==> src/pcm_tsi_pkg.sv <==
// constants for the four-channel pcm time slot interface
// assumes a bit clock and frame strobe from the highway, sampled on the system clock
package pcm_tsi_pkg;
  localparam int unsigned num_channels = 4;
  localparam int unsigned slot_bits = 8;
  localparam int unsigned max_slots = 256;
  localparam int unsigned slot_index_w = 8;
  localparam int unsigned bit_index_w = 3;
  localparam int unsigned clock_mhz = 125;
  localparam int unsigned frame_rate_khz = 8;
  localparam int unsigned max_bit_rate_kbps = 16384;
  localparam logic [7:0] sample_reset = 8'hff;
  localparam logic [7:0] alaw_invert_mask = 8'h55;
  localparam logic [7:0] slot_reset = 8'h00;
  localparam logic [2:0] bit_reset = 3'h0;
  localparam logic [1:0] sync_reset = 2'h0;
endpackage : pcm_tsi_pkg

==> src/pcm_time_slot_interface.sv <==
// pcm highway time slot interface for four channels, tx and rx on separate pins
// assumes bit clock and frame strobe are synchronous, both well below the system clock
`timescale 1ns/1ps
`default_nettype none

// What this block does
// - every frame strobe restarts the frame for all four channels together.
// - a frame is cut into slots of eight bit clocks and each channel moves its sample in its own slot.
// - transmit and receive slots are set per channel, independently, to any slot.
// - bit clocks up to 16.384 Mbit/s give up to 256 slots, and slower clocks also work.
// - transmit and receive data use separate pins for a four-wire highway.
// - a mode input picks mu-law or a-law coding of the highway samples.
// - the transmit pin is three-state so several devices may share the line.
// - all logic is reset while the chip reset is low.
module pcm_time_slot_interface
  import pcm_tsi_pkg::*;
#(
  parameter int unsigned channels = num_channels
)
(
  input wire logic clock,
  input wire logic resetn,
  input wire logic bit_clock_in,
  input wire logic frame_sync_in,
  input wire logic pcm_rx_in,
  output logic pcm_tx_out,
  output logic pcm_tx_oe_n,
  input wire logic alaw_select,
  input wire logic [channels*slot_index_w-1:0] tx_slot,
  input wire logic [channels*slot_index_w-1:0] rx_slot,
  input wire logic [channels*slot_bits-1:0] tx_sample,
  output logic [channels*slot_bits-1:0] rx_sample,
  output logic [channels-1:0] rx_sample_valid,
  output logic [channels-1:0] tx_sample_taken
);

  typedef struct packed {
    logic [1:0] bclk_sync;
    logic [1:0] fs_sync;
    logic [1:0] rx_sync;
    logic bclk_prev;
    logic fs_prev;
    logic fs_pending;
    logic [slot_index_w-1:0] slot;
    logic [bit_index_w-1:0] bit_idx;
    logic [channels*slot_bits-1:0] tx_shift;
    logic [channels*slot_bits-1:0] rx_shift;
    logic [channels*slot_bits-1:0] rx_out;
    logic [channels-1:0] rx_valid;
    logic [channels-1:0] tx_taken;
    logic tx_data;
    logic tx_oe_n;
  } state_t;

  state_t s_q;
  state_t s_d;

  // mu-law highway bytes are sent inverted, a-law with even bits inverted
  function automatic logic [7:0] to_line(input logic [7:0] v, input logic alaw);
    to_line = alaw ? (v ^ alaw_invert_mask) : ~v;
  endfunction : to_line

  // pin edges, seen only on the synchronised copies
  logic bclk_rise;
  logic bclk_fall;
  logic fs_rise;
  logic frame_restart;

  always_comb
  begin
    bclk_rise = s_q.bclk_sync[1] && !s_q.bclk_prev;
    bclk_fall = !s_q.bclk_sync[1] && s_q.bclk_prev;
    fs_rise = s_q.fs_sync[1] && !s_q.fs_prev;
    // a strobe now or still pending makes the next rising edge slot 0 bit 0
    frame_restart = s_q.fs_pending || fs_rise;
  end

  // slot and bit handled at this bit clock edge
  logic [slot_index_w-1:0] cur_slot;
  logic [bit_index_w-1:0] cur_bit;
  logic first_bit;
  logic last_bit;
  logic [slot_index_w-1:0] next_slot;
  logic [bit_index_w-1:0] next_bit;

  always_comb
  begin
    // the fall before slot 0 needs the restart as well, or the first
    // bit of a fresh frame would come from stale counters
    cur_slot = frame_restart ? slot_reset : s_q.slot;
    cur_bit = frame_restart ? bit_reset : s_q.bit_idx;
    first_bit = (cur_bit == bit_reset);
    last_bit = (cur_bit == bit_index_w'(slot_bits-1));
    // 8-bit slot counter wraps at 256 slots; slower clocks leave later slots unused
    next_bit = cur_bit + bit_index_w'(1);
    next_slot = last_bit ? cur_slot + slot_index_w'(1) : cur_slot;
  end

  // per-channel slot match and coded bytes
  logic [channels-1:0] tx_hit;
  logic [channels-1:0] rx_hit;
  logic [slot_bits-1:0] tx_line [channels];
  logic [slot_bits-1:0] rx_next [channels];
  logic [slot_bits-1:0] rx_line [channels];

  for (genvar c = 0; c < channels; c++)
  begin : g_chan
    assign tx_hit[c] = (tx_slot[c*slot_index_w +: slot_index_w] == cur_slot);
    assign rx_hit[c] = (rx_slot[c*slot_index_w +: slot_index_w] == cur_slot);
    // tx byte is coded once, when its slot starts
    assign tx_line[c] = to_line(tx_sample[c*slot_bits +: slot_bits], alaw_select);
    // rx taken msb first on its own pin
    assign rx_next[c] = {s_q.rx_shift[c*slot_bits +: slot_bits-1], s_q.rx_sync[1]};
    assign rx_line[c] = to_line(rx_next[c], alaw_select);
  end

  // receive side: what the current rising edge does to every channel
  logic [channels*slot_bits-1:0] rx_shift_upd;
  logic [channels*slot_bits-1:0] rx_out_upd;
  logic [channels-1:0] rx_done;

  always_comb
  begin
    rx_shift_upd = s_q.rx_shift;
    rx_out_upd = s_q.rx_out;
    rx_done = '0;
    // channels sharing an rx slot all receive the same byte
    for (int c = 0; c < channels; c++)
    begin
      if (rx_hit[c])
      begin
        rx_shift_upd[c*slot_bits +: slot_bits] = rx_next[c];
        if (last_bit)
        begin
          rx_out_upd[c*slot_bits +: slot_bits] = rx_line[c];
          rx_done[c] = 1'b1;
        end
      end
    end
  end

  // transmit side: what the current falling edge puts on the pin
  logic [channels*slot_bits-1:0] tx_shift_upd;
  logic [channels-1:0] tx_load;
  logic tx_bit;
  logic tx_drive;

  always_comb
  begin
    tx_shift_upd = s_q.tx_shift;
    tx_load = '0;
    tx_bit = 1'b0;
    tx_drive = 1'b0;
    // a shared slot goes to the highest channel: the later pass wins
    for (int c = 0; c < channels; c++)
    begin
      if (tx_hit[c])
      begin
        if (first_bit)
        begin
          tx_shift_upd[c*slot_bits +: slot_bits] = tx_line[c];
          tx_load[c] = 1'b1;
        end
        // bit 0 reads the byte just loaded, not the old shift register
        tx_bit = tx_shift_upd[c*slot_bits + slot_bits - 1 - int'(cur_bit)];
        tx_drive = 1'b1;
      end
    end
  end

  always_comb
  begin
    s_d = s_q;
    // pins pass two flops before any logic reads them
    s_d.bclk_sync = {s_q.bclk_sync[0], bit_clock_in};
    s_d.fs_sync = {s_q.fs_sync[0], frame_sync_in};
    s_d.rx_sync = {s_q.rx_sync[0], pcm_rx_in};
    s_d.bclk_prev = s_q.bclk_sync[1];
    s_d.fs_prev = s_q.fs_sync[1];
    s_d.rx_valid = '0;
    s_d.tx_taken = '0;
    // strobe is held until the next rising bit clock edge
    if (fs_rise)
    begin
      s_d.fs_pending = 1'b1;
    end
    if (bclk_rise)
    begin
      s_d.rx_shift = rx_shift_upd;
      s_d.rx_out = rx_out_upd;
      s_d.rx_valid = rx_done;
      s_d.bit_idx = next_bit;
      s_d.slot = next_slot;
      s_d.fs_pending = 1'b0;
    end
    // tx launched on the fall before the rising edge that samples it
    if (bclk_fall)
    begin
      s_d.tx_shift = tx_shift_upd;
      s_d.tx_taken = tx_load;
      s_d.tx_data = tx_bit;
      s_d.tx_oe_n = !tx_drive;
    end
    if (!resetn)
    begin
      s_d = '0;
      s_d.tx_oe_n = 1'b1;
      s_d.rx_out = {channels{sample_reset}};
    end
  end

  always_ff @(posedge clock)
  begin
    s_q <= s_d;
  end

  assign pcm_tx_out = s_q.tx_data;
  assign pcm_tx_oe_n = s_q.tx_oe_n;
  assign rx_sample = s_q.rx_out;
  assign rx_sample_valid = s_q.rx_valid;
  assign tx_sample_taken = s_q.tx_taken;

endmodule : pcm_time_slot_interface
`default_nettype wire

==> config.mk <==
export PLATFORM = sky130hd
export DESIGN_NAME = pcm_time_slot_interface
export DESIGN_NICKNAME = d
export VERILOG_FILES = /design/src/pcm_tsi_pkg.sv /design/src/pcm_time_slot_interface.sv
export SDC_FILE = /design/constraint.sdc
export NUM_CORES = 1
export LEC_CHECK = 0
export ABC_AREA = 1
export BUFFER_PORTS_ARGS = -buffer_cell sky130_fd_sc_hd__buf_2
export CORE_ASPECT_RATIO = 1.25
export CORE_MARGIN = 4
export CORE_UTILIZATION = 38
export DETAILED_ROUTE_END_ITERATION = 8
export PLACE_DENSITY = 0.69
export SETUP_SLACK_MARGIN = 0.1
export SLEW_MARGIN = 40
export SYNTH_ARGS = -nofsm -noshare
export SYNTH_HDL_FRONTEND = slang
export SYNTH_SLANG_ARGS = --single-unit
==> constraint.sdc <==
create_clock -name clock -period 5.6 [get_ports clock]
set_clock_uncertainty 0.15 [all_clocks]
set_input_delay 0.56 -clock clock [delete_from_list [all_inputs] [get_ports clock]]
set_output_delay 0.56 -clock clock [all_outputs]
set_load 0.01 [all_outputs]
==> out/results.ini, run 1 <==
[final_layout]
layout.nets=1119
syn2layout_area_growth_pct=15.0
drive_gt1_share_pct=22.9
fillerInstances=1844
n_antenna_cell=0
layout_common_cells=nand2_1, buf_2, dfxtp_1
final_common_cell=nand2_1

[worst_setup_path]
r2r_end=pcm_tx_out
start_kind=register
critPathCapture=pcm_tx_out
path_max_fanout=33
arrival_ps=3640
cp.required_ps=5750
crit_path_max_incr_delay_ps=520
path_cells=inv_2 -> nand2_1 -> nor2_1 -> buf_4 -> clkinv_1 -> ha_2 -> nand2_2 -> inv_2 -> o21ai_0 -> nand2_1 -> nand3_1 -> nand3_1 -> nand3_1 -> nand2_1 -> inv_1 -> a21oi_1
critPathSlowestCell=nand2_2
critPathLaunch=s_q[117]
reg2reg_from=s_q[117]
reg2regPathDepth=16
critPathCaptureType=register
regToRegSetupSlack_ps=2110
crit_type=register to register

[synthesis]
synth_top_area_share_pct=35.1
synthTopCellsByArea=dfxtp_1, nand2_1, nand3_1
syn_area_per_cell_sq_um=7.45
synth_cell_types=39
synth_cells=933
synth_seq_cells=122
seq_area_frac_synth_pct=35.1
netlist_area_sq_um=6950
syn-num-nets=1039
synth_top_cell_by_area=dfxtp_1
ys_warn_count=0

[sta]
setup_tns_ps=0
maxSlewViolCount=0
hold_violations=0
fin_crit_sh_pct=62.3
rsz0062_at_grt=no
setup_viol=0
slew-limit-headroom_pct=49.7
fmax_mhz=287
finalCriticalPeriod_ps=3490
worst_slew_pin_slew_ps=755

[routing]
drtIter0Drc=353
avgRoutedWirePerCell_um=13.9
firstDrtPassIters=5
drt-vias-per-instance=4.96
via_count=6221
routed_wirelength_mm=17.4
drc=0
drtAntennaViolNets=0

[power]
vdd_drop_max_mv=0.193
finalPower_mw=2.14
cellPowerDensity_nw_per_um2=268
p_leak_nw=3.65

[clocking]
cts_buffers=17
cts_resized=0
h-tree-depth=4
post_cts_buffers=0
insertion_delay_ps=410
holdBufCountCts=0
path_clk_slew_ps=50
clk_path_buf_depth=2
clkSinkCount=122
cts_root_buf=clkbuf_16
cts_tree=done

[global_routing]
grt_pass1_vias=5795
grt_pass1_wl_mm=27.9
grt_util_all_layers_pct=16.8
grt_start_max_net_pins=68
grt_overflow=0
antenna_found_initial=0

[floorplanning]
ios=144
row_count=55
core_area_sq_um=18000
die_width_um=129
start_util_pct=38.6
die_y_um=159
fp.dieArea_sq_um=20500

[job]
max_cap_violations=0

[place]
place.gp.congestion=0.837
dp_hpwl_mm=13.0
io_buffers=143

[hold_path]
min_path_type=primary input to register

[status]
outcome=complete, no violations

==> per-stage QoR <==
step / hold slack, ps / setup WS [ps] / instance area, sq um / cells / util [%]
after CTS: 166 / 1890 / 8000 / 1253 / 44.3
after global placement: 243 / 1640 / 7390 / 1221 / 41.0
after global routing: 197 / 1800 / 8000 / 1253 / 44.4
final: 181 / 2110 / 8000 / 1253 / 44.4
after detailed placement: 248 / 1900 / 7420 / 1222 / 41.1
after floorplan: 240 / 3040 / 6950 / 933 / -
==> flip-flops by register name (all words and copies together), names as in the netlist <==
name / cells
tx_sample_taken: 4
rx_sample_valid: 4
s_q: 51
rx_next: 29
pcm_tx_oe_n: 1
pcm_tx_out: 1
rx_sample: 32
==> cells in the mapped netlist <==
master,number
a211oi_1,1
a211oi_2,8
a21oi_1,63
a31o_2,1
a31oi_1,9
a32o_1,2
buf_1,4
buf_2,13
buf_4,45
buf_6,9
buf_8,1
clkbuf_1,14
clkinv_1,3
dfxtp_1,122
ha_1,4
inv_1,85
inv_2,12
nand2_1,197
nand2_4,1
nand3_1,106
nand3_2,6
nand3_4,3
nand3b_1,6
nand4_1,8
nand4_2,1
nor2_1,35
nor2_2,4
nor2_4,3
nor3_1,10
nor3_2,2
o211a_1,10
o211ai_2,16
o21ai_0,33
o21ai_1,17
o22ai_1,2
or2_1,2
or2_2,2
xnor2_1,40
xor2_1,33
==> cells by family after synthesis <==
group / after synthesis / share of synthesized area, %
xor+xnor: 73 / 9.20
flops: 122 / 35.1
compound gates: 162 / 15.4
buf+inv: 186 / 13.8
fa+ha+maj: 4 / 0.720
simple gates: 386 / 25.7
==> where the power goes <==
part	leakage [nW]	internal (mW)	switching (mW)
logic	2.38	0.0797	0.120
clock network	0.284	0.704	0.365
registers	0.986	0.873	0.00281
total	3.65	1.66	0.488
==> critical path, delay by kind of cell, from the launching register on <==
family	cells	cell delay, ps
AO/OA/AOI/OAI	2	320
adder cells (fa/ha/maj)	1	450
AND/OR/NAND/NOR	8	1160
buffers and inverters	5	970
flip-flops	1	310
==> layout make-up <==
cell class	count	area [sq um]	area share [%]
timing repair buffer	147	766	9.57
inverter	100	375	4.69
clock inverter	9	123	1.53
sequential	122	2440	30.5
multi-input combinational	625	3550	44.4
clock buffer	22	454	5.68
tap	228	285	3.57
==> metal layers <==
| layer | up-vias | routed length, um | GRT usage, % |
|---|---|---|---|
| met5 | - | 0 | 0 |
| met4 | 0 | 602 | 7.16 |
| met3 | 39 | 734 | 3.39 |
| met2 | 162 | 8660 | 28.6 |
| met1 | 2829 | 7410 | 20.3 |
| li1 | 3191 | - | - |
==> worst min path at each step <==
stage | start | depth (start not counted) | endpoint
6_report | pcm_rx_in | 3 | s_q[120]
5_1_grt | pcm_rx_in | 3 | s_q[120]
3_5_place_dp | s_q[120] | 2 | rx_next[0]
4_1_cts | pcm_rx_in | 3 | s_q[120]
2_1_floorplan | s_q[120] | 2 | rx_next[0]
3_3_place_gp | s_q[124] | 2 | s_q[125]
Note: power is estimated with default switching activity, not from simulation.
==> run 2: changes to the inputs <==
- PLACE_DENSITY: 0.69 -> 0.71
- clock period: 5.6 -> 3.1 ns (I/O delays scaled with it)
==> out/results.ini, run 2 (synthesized netlist as in run 1, its figures left out) <==
[worst_setup_path]
critPathSlowestCell=nor2_4
crit_type=register to register
path_max_fanout=13
r2r_end=s_q[102]
reg2reg_from=s_q[117]
critPathLaunch=s_q[117]
crit_family=simple AND/OR/NAND/NOR gates
arrival_ps=2890
reg2regPathDepth=9
crit_path_max_incr_delay_ps=390
crit_cells=9
path_cells=inv_2 -> buf_4 -> nand3_2 -> xnor2_1 -> nor2_1 -> nand4_1 -> nor2_4 -> inv_1 -> a21oi_1
critPathCapture=s_q[102]
start_kind=register
crit_buf_inv=3
cp.required_ps=3290
critPathCaptureType=register
regToRegSetupSlack_ps=400

[global_routing]
grt_start_max_net_pins=40
grt_pass1_vias=5964
antenna_found_initial=1
grt_util_all_layers_pct=17.8
grt_pass1_wl_mm=29.6
grt_overflow=0

[final_layout]
fin_util_pct=45.5
final_cells=1272
drive_gt1_share_pct=24.1
final_common_cell=nand2_1
layout.nets=1136
layout_common_cells=nand2_1, buf_2, dfxtp_1
largest_reg_flops=51
syn2layout_area_growth_pct=18.0
regMostFlops=s_q

[place]
dp_cells=1236
dp_hpwl_mm=13.2
place.gp.congestion=0.817
io_buffers=143

[floorplanning]
start_util_pct=38.6
fp.dieArea_sq_um=20500
die_y_um=159
core_area_sq_um=18000
ios=144
die_width_um=129
row_count=55

[clocking]
clk_path_buf_depth=2
cts_root_buf=clkbuf_16
cts_buffers=17
insertion_delay_ps=410
path_clk_slew_ps=50
h-tree-depth=4
cts_tree=done
clkSinkCount=122

[routing]
routed_wirelength_mm=18.1
drt-vias-per-instance=5.01
drtIter0Drc=343
drc=0
firstDrtPassIters=5
drtAntennaViolNets=0
via_count=6373
avgRoutedWirePerCell_um=14.2

[sta]
maxSlewViolCount=0
rsz0062_at_grt=no
worst_slew_pin_slew_ps=503
fmax_mhz=370
hold_violations=0
finalCriticalPeriod_ps=2700
fin_crit_sh_pct=87.1
setup_tns_ps=0
setup_viol=0
slew-limit-headroom_pct=66.3

[power]
cellPowerDensity_nw_per_um2=503
vdd_drop_max_mv=0.358
p_leak_nw=3.74

[hold_path]
min_path_type=primary input to register

[job]
max_cap_violations=0

[status]
outcome=complete, no violations

-- run 2: final cells by class --
| class | instances | area, sq um |
|---|---|---|
| sequential | 122 | 2440 |
| timing repair buffer | 164 | 881 |
| multi-input combinational | 625 | 3560 |
| clock buffer | 22 | 464 |
| clock inverter | 10 | 190 |
| inverter | 100 | 375 |
| fill | 1803 | 9830 |
| tap | 228 | 285 |
| antenna | 1 | 2.50 |
-- run 2: what timing repair did --
item                                   4_1_cts  5_1_grt
setup endpoints to repair                    0        5
setup buffers                                0        0
hold buffers                                 3        0
resized for setup                            0        3
endpoints found under the hold margin        3        0
-- run 2: stage by stage --
step | hold slack, ps | area [sq um] | total power [mW] | worst slack [ps]
after floorplan | 240 | 6950 | 1.85 | 544
after global placement | 243 | 7500 | 1.98 | 320
after detailed placement | 248 | 7500 | 1.98 | 289
after CTS | 16.5 | 8190 | 4.17 | 274
after global routing | 33.9 | 8200 | 4.29 | 156
final | 28.2 | 8200 | 4.12 | 400
-- run 2: worst reg2reg max path: stages (launching register included) --
cell and delay [ps]:
dfxtp_1 310, inv_2 180, buf_4 220, nand3_2 330, xnor2_1 240, nor2_1 140
nand4_1 340, nor2_4 390, inv_1 170, a21oi_1 170
-- run 2: worst min-delay path by stage --
stage                     cells after the start          to      from  slack [ps]
after floorplan                               2  rx_next[0]  s_q[120]         240
after global placement                        2    s_q[125]  s_q[124]         240
after detailed placement                      2  rx_next[0]  s_q[120]         250
after CTS                                     3    s_q[119]    resetn          20
after global routing                          3    s_q[119]    resetn          30
final                                         3    s_q[119]    resetn          30
-- run 2: per-layer routing --
metal  track usage, %  vias up  routed length, um
li1                 -     3229                  -
met1             21.7     2960               7870
met2             30.9      160               9140
met3             3.72       24                796
met4             5.97        0                291
met5                0        -                  0
-- run 2: power by group --
part | switching (mW) | internal, mW | leakage (nW)
Clock | 0.700 | 1.47 | 0.307
Combinational | 0.221 | 0.151 | 2.45
Sequential | 0.00527 | 1.58 | 0.986
